===== src/hdl/ssr_pkg.sv =====
/*
 Constants for the scratch-register access controller: command encodings,
 mode-register field positions, format codes and timing counts.
 Assumes a 250 MHz core clock; the memory clock is half of it.
*/
`default_nettype none
package ssr_pkg;
	localparam int CORE_NS = 4;
	// Timing figures in ns (plain defaults), and core-cycle counts rounded up
	localparam int TRP_NS = 15;
	localparam int MODE_SET_COMMAND_DELAY_NS = 64;
	localparam int MODE_SET_UPDATE_DELAY_NS = 192;
	localparam int SCRATCH_WRITE_RECOVERY_TIME_NS = 120;
	localparam int SCRATCH_EXIT_RECOVERY_TIME_NS = 8;
	localparam int TCCD_NS = 32;
	localparam int TRP_CYC = (TRP_NS + CORE_NS - 1) / CORE_NS;
	localparam int MODE_SET_COMMAND_DELAY_CYC = (MODE_SET_COMMAND_DELAY_NS + CORE_NS - 1) / CORE_NS;
	localparam int MODE_SET_UPDATE_DELAY_CYC = (MODE_SET_UPDATE_DELAY_NS + CORE_NS - 1) / CORE_NS;
	localparam int TMODE_CYC = (MODE_SET_UPDATE_DELAY_CYC > MODE_SET_COMMAND_DELAY_CYC) ? MODE_SET_UPDATE_DELAY_CYC : MODE_SET_COMMAND_DELAY_CYC;
	localparam int TWR_CYC = (SCRATCH_WRITE_RECOVERY_TIME_NS + CORE_NS - 1) / CORE_NS;
	localparam int SCRATCH_EXIT_RECOVERY_TIME_CYC = (SCRATCH_EXIT_RECOVERY_TIME_NS + CORE_NS - 1) / CORE_NS;
	localparam int TCCD_CYC = (TCCD_NS + CORE_NS - 1) / CORE_NS;
	// Input synchroniser depth and the extra cycle until the clock rises
	localparam int CAP_FIXED_CYC = 3;
	// Command codes as {ras_n, cas_n, we_n} with chip select low
	localparam logic [2:0] CMD_MRS = 3'h0;
	localparam logic [2:0] CMD_PRE = 3'h2;
	localparam logic [2:0] CMD_WR = 3'h4;
	localparam logic [2:0] CMD_RD = 3'h5;
	localparam logic [2:0] CMD_IDLE = 3'h7;
	// Mode register three selection and field positions
	localparam logic [1:0] MR3_BG = 2'h0;
	localparam logic [1:0] MR3_BA = 2'h3;
	localparam int MR3_EN_BIT = 2;
	localparam int MR3_FMT_LSB = 11;
	localparam int A10_BIT = 10;
	localparam int A12_BIT = 12;
	// Read-out format codes
	localparam logic [1:0] FMT_SERIAL = 2'h0;
	localparam logic [1:0] FMT_PARALLEL = 2'h1;
	localparam logic [1:0] FMT_STAGGER = 2'h2;
	localparam logic [1:0] PAGE_ZERO = 2'h0;
	localparam logic [1:0] LOC_ZERO = 2'h0;
	// Burst-length field of mode register zero that needs A12 high
	localparam logic [1:0] BL_OTF = 2'h1;
	// User operations
	localparam logic [1:0] OP_ENTER = 2'h0;
	localparam logic [1:0] OP_WRITE = 2'h1;
	localparam logic [1:0] OP_READ = 2'h2;
	localparam logic [1:0] OP_EXIT = 2'h3;
endpackage
`default_nettype wire


===== src/hdl/ssr_ctrl.sv =====
/*
 Controller that drives a DDR4 device's command pins to enter scratch
 access, write and read scratch locations, and leave scratch access.
 Assumes the device samples pins on the rising edge of o_ck, which is the
 core clock divided by two, and returns read data on DQ one beat per
 core cycle after the read latency.
*/
// Summary of operation
// - Parallel format reads are addressed to location 0 only.
// - Reads drive A[1:0]=00 and A2=0.
// - Reads drive A12 high when the burst-length field is 01.
// - A write stores A[7:0] into page 0, bit i to beat i.
// - No data bus inversion during scratch writes.
// - Before access: DLL lock, precharge all, wait, enable, wait mode delays.
// - Writes only while page 0 is selected.
// - Bank address bits pick the location; other address bits ignored.
// - Wait the write recovery time after each scratch write.
// - Wait exit recovery, clear enable, wait before array commands.
// - Format field codes: 00 serial, 01 parallel, 10 staggered.
`default_nettype none
module ssr_ctrl #(
	parameter int DQ_W = 8,
	parameter int RL_CK = 16
) (
	input wire logic i_core_clk,
	input wire logic i_rst_b,
	input wire logic i_cmd_valid,
	input wire logic [1:0] i_cmd_op,
	input wire logic [1:0] i_cmd_loc,
	input wire logic [7:0] i_cmd_data,
	input wire logic [1:0] i_fmt,
	input wire logic [1:0] i_page,
	input wire logic [1:0] i_bl_field,
	input wire logic i_pl_en,
	input wire logic [3:0] i_pl,
	input wire logic i_dll_en,
	input wire logic i_dll_locked,
	input wire logic [DQ_W-1:0] i_dq,
	output logic o_cmd_ready,
	output logic o_err,
	output logic o_in_mode,
	output logic o_rd_valid,
	output logic [8*DQ_W-1:0] o_rd_data,
	output logic o_ck,
	output logic o_cs_n,
	output logic o_act_n,
	output logic o_ras_n,
	output logic o_cas_n,
	output logic o_we_n,
	output logic [1:0] o_bg,
	output logic [1:0] o_ba,
	output logic [13:0] o_addr
);
	typedef enum logic [3:0] {
		SSR_IDLE, SSR_DLL, SSR_PRE, SSR_PREW, SSR_MRS_ON, SSR_WAIT,
		SSR_WR, SSR_RD, SSR_CAP, SSR_XWAIT, SSR_MRS_OFF
	} ssr_state_e;

	ssr_state_e state_reg, state_next;
	logic [15:0] wait_reg, wait_next;
	logic mode_reg, mode_next;
	logic [1:0] fmt_reg, fmt_next, page_reg, page_next, loc_reg, loc_next;
	logic [7:0] data_reg, data_next;
	logic err_next;
	logic issue;
	logic [2:0] icmd;
	logic [1:0] iba, ibg;
	logic [13:0] iaddr;
	logic cap_start;
	logic ck_reg, cs_n_reg;
	logic [2:0] cmd_reg;
	logic [1:0] ba_reg, bg_reg;
	logic [13:0] addr_reg;
	logic ready_reg, err_reg, rd_valid_reg;
	logic [DQ_W-1:0] dq_s1_reg, dq_s2_reg;
	logic cap_busy_reg;
	logic [15:0] cap_cnt_reg;
	logic [2:0] beat_reg;
	logic [8*DQ_W-1:0] shift_reg, rd_data_reg;

	wire phase = ck_reg;
	wire take = i_cmd_valid & ready_reg & (state_reg == SSR_IDLE);
	wire wait_done = (wait_reg == 16'h0000);
	wire [15:0] wait_dec = wait_done ? 16'h0000 : wait_reg - 16'h0001;
	wire [3:0] pl_add = i_pl_en ? i_pl : 4'h0;
	wire [15:0] cap_lat = 16'(2 * (RL_CK + int'(pl_add)) + ssr_pkg::CAP_FIXED_CYC);
	wire rd_a12 = (i_bl_field == ssr_pkg::BL_OTF);
	wire par_bad = (fmt_reg == ssr_pkg::FMT_PARALLEL) && (i_cmd_loc != ssr_pkg::LOC_ZERO);
	wire page_bad = (page_reg != ssr_pkg::PAGE_ZERO);

	always_comb begin
		state_next = state_reg;
		wait_next = wait_dec;
		mode_next = mode_reg;
		fmt_next = fmt_reg;
		page_next = page_reg;
		loc_next = loc_reg;
		data_next = data_reg;
		err_next = 1'b0;
		issue = 1'b0;
		icmd = ssr_pkg::CMD_IDLE;
		iba = 2'h0;
		ibg = 2'h0;
		iaddr = 14'h0000;
		cap_start = 1'b0;
		unique case (state_reg)
			SSR_IDLE: begin
				if (take) begin
					unique case (i_cmd_op)
						ssr_pkg::OP_ENTER: begin
							if (mode_reg) begin
								err_next = 1'b1;
							end else begin
								fmt_next = i_fmt;
								page_next = i_page;
								state_next = SSR_DLL;
							end
						end
						ssr_pkg::OP_WRITE: begin
							if (!mode_reg || page_bad) begin
								err_next = 1'b1;
							end else begin
								loc_next = i_cmd_loc;
								data_next = i_cmd_data;
								state_next = SSR_WR;
							end
						end
						ssr_pkg::OP_READ: begin
							if (!mode_reg || par_bad) begin
								err_next = 1'b1;
							end else begin
								loc_next = i_cmd_loc;
								state_next = SSR_RD;
							end
						end
						ssr_pkg::OP_EXIT: begin
							if (!mode_reg) begin
								err_next = 1'b1;
							end else begin
								wait_next = 16'(ssr_pkg::SCRATCH_EXIT_RECOVERY_TIME_CYC);
								state_next = SSR_XWAIT;
							end
						end
					endcase
				end
			end
			SSR_DLL: begin
				if (!i_dll_en || i_dll_locked) begin
					state_next = SSR_PRE;
				end
			end
			SSR_PRE: begin
				if (phase) begin
					issue = 1'b1;
					icmd = ssr_pkg::CMD_PRE;
					iaddr[ssr_pkg::A10_BIT] = 1'b1;
					wait_next = 16'(ssr_pkg::TRP_CYC);
					state_next = SSR_PREW;
				end
			end
			SSR_PREW: begin
				if (wait_done) begin
					state_next = SSR_MRS_ON;
				end
			end
			SSR_MRS_ON: begin
				if (phase) begin
					issue = 1'b1;
					icmd = ssr_pkg::CMD_MRS;
					ibg = ssr_pkg::MR3_BG;
					iba = ssr_pkg::MR3_BA;
					iaddr[ssr_pkg::MR3_EN_BIT] = 1'b1;
					iaddr[ssr_pkg::MR3_FMT_LSB+:2] = fmt_reg;
					iaddr[1:0] = page_reg;
					mode_next = 1'b1;
					wait_next = 16'(ssr_pkg::TMODE_CYC);
					state_next = SSR_WAIT;
				end
			end
			SSR_WAIT: begin
				if (wait_done) begin
					state_next = SSR_IDLE;
				end
			end
			SSR_WR: begin
				if (phase) begin
					issue = 1'b1;
					icmd = ssr_pkg::CMD_WR;
					iba = loc_reg;
					iaddr[7:0] = data_reg;
					wait_next = 16'(ssr_pkg::TWR_CYC);
					state_next = SSR_WAIT;
				end
			end
			SSR_RD: begin
				if (phase) begin
					issue = 1'b1;
					icmd = ssr_pkg::CMD_RD;
					iba = loc_reg;
					iaddr[2:0] = 3'h0;
					iaddr[ssr_pkg::A12_BIT] = rd_a12;
					cap_start = 1'b1;
					wait_next = 16'(ssr_pkg::TCCD_CYC);
					state_next = SSR_CAP;
				end
			end
			SSR_CAP: begin
				if (wait_done && !cap_busy_reg) begin
					state_next = SSR_IDLE;
				end
			end
			SSR_XWAIT: begin
				if (wait_done) begin
					state_next = SSR_MRS_OFF;
				end
			end
			SSR_MRS_OFF: begin
				if (phase) begin
					issue = 1'b1;
					icmd = ssr_pkg::CMD_MRS;
					ibg = ssr_pkg::MR3_BG;
					iba = ssr_pkg::MR3_BA;
					mode_next = 1'b0;
					wait_next = 16'(ssr_pkg::TMODE_CYC);
					state_next = SSR_WAIT;
				end
			end
			default: begin
				state_next = SSR_IDLE;
			end
		endcase
	end

	always_ff @(posedge i_core_clk or negedge i_rst_b) begin
		if (!i_rst_b) begin
			state_reg <= SSR_IDLE;
			wait_reg <= 16'h0000;
			mode_reg <= 1'b0;
			fmt_reg <= ssr_pkg::FMT_SERIAL;
			page_reg <= ssr_pkg::PAGE_ZERO;
			loc_reg <= 2'h0;
			data_reg <= 8'h00;
			ready_reg <= 1'b0;
			err_reg <= 1'b0;
		end else begin
			state_reg <= state_next;
			wait_reg <= wait_next;
			mode_reg <= mode_next;
			fmt_reg <= fmt_next;
			page_reg <= page_next;
			loc_reg <= loc_next;
			data_reg <= data_next;
			ready_reg <= (state_next == SSR_IDLE);
			err_reg <= err_next;
		end
	end

	// Pins change only as the divided clock falls, so they are centred on its rise
	always_ff @(posedge i_core_clk or negedge i_rst_b) begin
		if (!i_rst_b) begin
			ck_reg <= 1'b0;
			cs_n_reg <= 1'b1;
			cmd_reg <= ssr_pkg::CMD_IDLE;
			ba_reg <= 2'h0;
			bg_reg <= 2'h0;
			addr_reg <= 14'h0000;
		end else begin
			ck_reg <= ~ck_reg;
			if (phase) begin
				cs_n_reg <= ~issue;
				cmd_reg <= icmd;
				ba_reg <= iba;
				bg_reg <= ibg;
				addr_reg <= iaddr;
			end
		end
	end

	// Read data capture; DQ is only ever received, write data rides on the address pins
	always_ff @(posedge i_core_clk or negedge i_rst_b) begin
		if (!i_rst_b) begin
			dq_s1_reg <= '0;
			dq_s2_reg <= '0;
			cap_busy_reg <= 1'b0;
			cap_cnt_reg <= 16'h0000;
			beat_reg <= 3'h0;
			shift_reg <= '0;
			rd_data_reg <= '0;
			rd_valid_reg <= 1'b0;
		end else begin
			dq_s1_reg <= i_dq;
			dq_s2_reg <= dq_s1_reg;
			rd_valid_reg <= 1'b0;
			if (cap_start) begin
				cap_busy_reg <= 1'b1;
				cap_cnt_reg <= cap_lat;
				beat_reg <= 3'h0;
			end else if (cap_busy_reg) begin
				if (cap_cnt_reg != 16'h0000) begin
					cap_cnt_reg <= cap_cnt_reg - 16'h0001;
				end else begin
					shift_reg <= {dq_s2_reg, shift_reg[8*DQ_W-1:DQ_W]};
					beat_reg <= beat_reg + 3'h1;
					if (beat_reg == 3'h7) begin
						cap_busy_reg <= 1'b0;
						rd_valid_reg <= 1'b1;
						rd_data_reg <= {dq_s2_reg, shift_reg[8*DQ_W-1:DQ_W]};
					end
				end
			end
		end
	end

	assign o_cmd_ready = ready_reg;
	assign o_err = err_reg;
	assign o_in_mode = mode_reg;
	assign o_rd_valid = rd_valid_reg;
	assign o_rd_data = rd_data_reg;
	assign o_ck = ck_reg;
	assign o_cs_n = cs_n_reg;
	assign o_act_n = 1'b1;
	assign o_ras_n = cmd_reg[2];
	assign o_cas_n = cmd_reg[1];
	assign o_we_n = cmd_reg[0];
	assign o_bg = bg_reg;
	assign o_ba = ba_reg;
	assign o_addr = addr_reg;

	// Checking helpers: cycles since the previous command and what it was
	logic [15:0] gap_reg;
	logic [2:0] last_cmd_reg;
	always_ff @(posedge i_core_clk or negedge i_rst_b) begin
		if (!i_rst_b) begin
			gap_reg <= 16'hffff;
			last_cmd_reg <= ssr_pkg::CMD_IDLE;
		end else if (issue) begin
			gap_reg <= 16'h0001;
			last_cmd_reg <= icmd;
		end else if (gap_reg != 16'hffff) begin
			gap_reg <= gap_reg + 16'h0001;
		end
	end
endmodule
`default_nettype wire


===== config.mk =====
export PLATFORM = sky130hd
export DESIGN_NAME = ssr_ctrl
export DESIGN_NICKNAME = d
export VERILOG_FILES = /design/src/hdl/ssr_pkg.sv /design/src/hdl/ssr_ctrl.sv
export SDC_FILE = /design/constraint.sdc
export NUM_CORES = 1
export LEC_CHECK = 0
export BUFFER_PORTS_ARGS = -buffer_cell sky130_fd_sc_hd__buf_2
export CAP_MARGIN = 5
export CELL_PAD_IN_SITES_DETAIL_PLACEMENT = 1
export CELL_PAD_IN_SITES_GLOBAL_PLACEMENT = 1
export CORE_MARGIN = 5
export CORE_UTILIZATION = 40
export DETAILED_ROUTE_END_ITERATION = 8
export PLACE_DENSITY = 0.74
export SYNTH_ARGS = -nofsm -noshare
export SYNTH_HDL_FRONTEND = slang
export SYNTH_SLANG_ARGS = --single-unit

===== constraint.sdc =====
create_clock -name i_core_clk -period 3.15 [get_ports i_core_clk]
set_input_delay 0.315 -clock i_core_clk [delete_from_list [all_inputs] [get_ports i_core_clk]]
set_output_delay 0.315 -clock i_core_clk [all_outputs]
set_load 0.02 [all_outputs]

# After elaboration in Yosys (flattened, before gate mapping)
# Cells that the tools add are included.
# word_totals
register_bits	220
input_bits	36
out_inout_bits	92
# classes
eq_ne	21
addsub	5
n_bitwise	8
reduce_logical	31
muxes	62
# ops
cell	count
2-to-1 mux 16 bit	11
one-hot mux 16 bit (5 select lines)	1
2-to-1 mux 4 bit	14
one-hot mux 4 bit (9 select lines)	1
subtractor 16 x 1 -> 16 bit (second input constant)	2
2-to-1 mux 1 bit	21
equality test 4 x 3 -> 1 bit (second input constant)	4
zero test 16 bit	1
one-hot mux 4 bit (4 select lines)	1
nonzero test 16 bit	1
equality test 4 bit (second input constant)	3
one-hot mux 3 bit (4 select lines)	1
AND reduction 4 bit	3
nonzero test 2 bit	6
inequality test 2 bit (second input constant)	5
2-to-1 mux 3 bit	3
adder 7 x 2 -> 8 bit (second input constant)	1
equality test 4 x 2 -> 1 bit (second input constant)	2
zero test 4 bit	2
one-hot mux 2 bit (2 select lines)	2
adder 5 x 4 -> 6 bit (first input constant)	1
equality test 2 x 1 -> 1 bit (second input constant)	3
NOT 1 bit	6
one-hot mux 3 bit (2 select lines)	1
19 further kinds	31

# Longest topological paths before layout
# depth
ltp_word	8
mapped_depth	9
mapped_depth_nobuf	8

# Worst setup path before layout
# Ideal clock, no wire load.
# synth_timing
path_type	reg-to-reg
start	register cap_cnt_reg[8]
end	register shift_reg[24]
n_path_buf	3
setup_slack_ps	551
t_arrival_ps	2474
period_less_slack_ps	2599
stages_incl_launch_ff	8
path_cell_list	dfrtp_1 > or4_1 > clkbuf_1 > or3_4 > nor4_2 > buf_2 > buf_4 > mux2_2
# synth_via
elab_chain_len	3
# synth_lines
item	line	source
from (decl)	ssr_ctrl.sv:77	logic [15:0] cap_cnt_reg;
from (signal assigned)	ssr_ctrl.sv:296	cap_cnt_reg <= cap_lat;
from (signal assigned)	ssr_ctrl.sv:300	cap_cnt_reg <= cap_cnt_reg - 16'h0001;
nonzero test 16 bit	ssr_ctrl.sv:299	if (cap_cnt_reg != 16'h0000) begin
NOT 1 bit (no source line)	--	
AND reduction 3 bit (no source line)	--	
to (signal assigned)	ssr_ctrl.sv:302	shift_reg <= {dq_s2_reg, shift_reg[8*DQ_W-1:DQ_W]};
to (decl)	ssr_ctrl.sv:79	logic [8*DQ_W-1:0] shift_reg, rd_data_reg;
# Every way passes these cells.
# A chain may end at the register's enable or synchronous reset.

# Final worst setup path
# layout_timing
start	register cap_cnt_reg[8]
end	register shift_reg[48]
# Same word-level chain as after synthesis.

==> metrics.txt <==
final WL=20,290 um; largest net degree at the start of global routing=69; die area=25,320 um2; antenna violations before repair=4; Non-Filler Instances=1,115; wire length per cell=18.20 um; Clock Skew=16.97 ps; P&R area growth vs syn=21.22%; R2R Path End=shift_reg[48]; peak supply drop=0.3972 mV; ys async rst share=100.0%; sequential power share=44.1%; commonest non-fill, non-tap cell in the layout=dfrtp_1; top_reg_cell synth=dfrtp_1; via count=5,715; synthesized flop and latch total=212; Port-buffer cells=121; biggest area consumer among synthesized cells=dfrtp_1; CTS max path bufs=3; TritonCTS buffer count=23; First-pass DRT Iterations=4; Post-Route Setup TNS=0 ps; Worst-Skew Late Latency=520 ps; max_cap viols=0; PwrDens=686.8 nW/um2; share of the clock period used by the worst path=93.16%; P_sw=2.143 mW; Area contributors post-synth=dfrtp_1 (59%), mux2_2 (11%), mux2_4 (7.4%), nor2_1 (1.9%), xnor2_1 (1.7%); final hold vios=0; postcts setup bufs=0; Max Transition Viols Final=0; Initial Util=40.64%; Initial DRC Count=210; Overflow after GRT=0; Placer Congestion=0.8015; worst-path fanout max=56; Syn Inst Count=668; post-layout util=49.26%; post-detail-place hpwl=14,110 um; Worst Path Arrival=3330 ps; Synth top area share=58.51%; Post-DRT Antenna Nets=0; Post-synth EDFFs=0; R2R cell count=5; xor/xnor share of the synthesized area=2.363%; outcome=finished, final reports clean; Slew HR=50.76%; register-to-register setup slack=220 ps; Layout fillers=2,272; DIE WIDTH=159.1 um; CTS tree=built; Adder-Cell Fraction of Synth Area=0.7032%; first-pass GRT wire length=33,910 um; critical path class=register to register; NumNets Final=856; # placed instances=1,061; fraction of layout cells with a size suffix above 1=38.94%; CP Launch Point=cap_cnt_reg[8]; Int Pwr=5.263 mW; floorplan row count=54; worst hold slack=40.28 ps; register area share after synthesis=59.69%; PnR worst setup slack=215.3 ps; vias per cell=5.126; P_leak=5.617 nW; Clk network pwr share=38.1%; number of global-route vias before repair=6,267; Setup crit end=shift_reg[48]; largest family of logic cells by synthesized area=multiplexers; Clock Pin Slew Worst Setup and Hold Paths=60 ps; clk sink count=212; Hold Crit Class=input pin to register; Netlist cell types=53; Die H=159.1 um; RSZ-0062 raised after global routing=false; final setup vio count=0; fmax=0.3408 GHz; Avg Inst Size Synth=13.32 um2; Comb power frac=17.8%; Warnings, synthesis=0; Core ar.=21,890 um2; dpl ws=195.1 ps; CP Launch Type=register; Total GRT Usage=15.89%; DR DRC count=0; Compound-Gate Fraction of Synth Area=5.499%; Critical Path RT=3550 ps; mux contribution to synthesized area=19.40%; max reg flops=64; Clock Root Buffer=clkbuf_16; Mapped Area=8896 um2; simple logic cell fraction of the synthesized area=9.255%; Ports=128; Final Critical Period=2935 ps; H-tree level count=1; reg2reg start=cap_cnt_reg[8]; Crit. End Element=register; Sw Ratio=28.94%; most frequent cells in the layout=dfrtp_1 (208), buf_2 (120), mux2_2 (86); Slew @ Worst Pin=738.6 ps
## power groups by stage
stage | logic, mW | clock network (mW) | registers, mW
after floorplan | 0.871 | 0 | 3.29
after global placement | 1.29 | 0 | 3.30
after detailed placement | 1.32 | 0 | 3.31
after CTS | 1.34 | 2.91 | 3.26
after global routing | 1.49 | 3.03 | 3.31
final | 1.32 | 2.82 | 3.26
## cell type report
type	count	area (um2)	share of cell area (%)
antenna	3	7.507	0.06961
timing repair buffer	152	907.1	8.412
clock inverter	11	151.4	1.404
tap	280	350.3	3.249
inverter	14	52.55	0.4873
sequential	212	5310	49.24
multi-input combinational	412	3349	31.06
clock buffer	31	655.6	6.080
## stage by stage
step | power (mW) | area [um2]
floorplan | 4.161 | 8911
global placement | 4.583 | 9879
finish | 7.406 | 10780
CTS | 7.516 | 10780
detailed placement | 4.627 | 9879
global route | 7.825 | 10780
## synth_stat cells (6+ instances only)
library cell and count:
a21oi_1 22, a22o_1 6, buf_4 10, buf_6 6, clkbuf_1 14, dfrtp_1 208, inv_1 14, mux2_2 86
mux2_4 44, nand2_1 32, nand2b_1 6, nand3_1 10, nor2_1 44, nor2b_1 7, nor3_1 11, nor3b_1 6
nor4_1 15, o21ai_0 23, or3_1 6, xnor2_1 17, xor2_1 7
## cells by family (layout without fill, tap and decap cells)
family,Yosys count,in the layout
adders and majority gates,5,5
DFF,212,212
and+or+nand+nor,160,160
buffers and inverters,48,208
other,2,9
AOI/OAI and AO/OA,78,78
muxes,139,139
xor gates and xnor gates,24,24
## critical path, stage by stage, from the launching register on
cell and delay, ps:
dfrtp_1 410, or4_1 540, or3_4 420, nor4_4 340, buf_4 640, mux2_2 430
## how the worst min path moves through the flow
| stage | depth (start not counted) | startpoint | slack, ps | endpoint |
|---|---|---|---|---|
| after floorplan | 0 | i_rst_b | 20 | beat_reg[0] |
| after global placement | 1 | i_rst_b | 330 | o_rd_data[49] |
| after detailed placement | 1 | i_rst_b | 340 | o_rd_data[49] |
| after CTS | 2 | i_cmd_data[7] | 20 | data_reg[7] |
| after global routing | 2 | i_cmd_data[7] | 20 | data_reg[7] |
| final | 2 | i_page[0] | 40 | page_reg[0] |
## per-layer routing
| layer | routed length, um | up-vias | global-route usage [%] |
|---|---|---|---|
| li1 | - | 2656 | - |
| met3 | 1171 | 26 | 4.452 |
| met4 | 225 | 4 | 2.365 |
| met5 | 21 | - | 0 |
| met1 | 8770 | 2897 | 20.66 |
| met2 | 10110 | 132 | 27.21 |
## timing repair
item | CTS | global route
setup endpoints to repair | 0 | 0
resized for setup | 0 | 0
hold buffers | 9 | 0
endpoints found under the hold margin | 63 | 0
(Power assumes the default switching activity.)
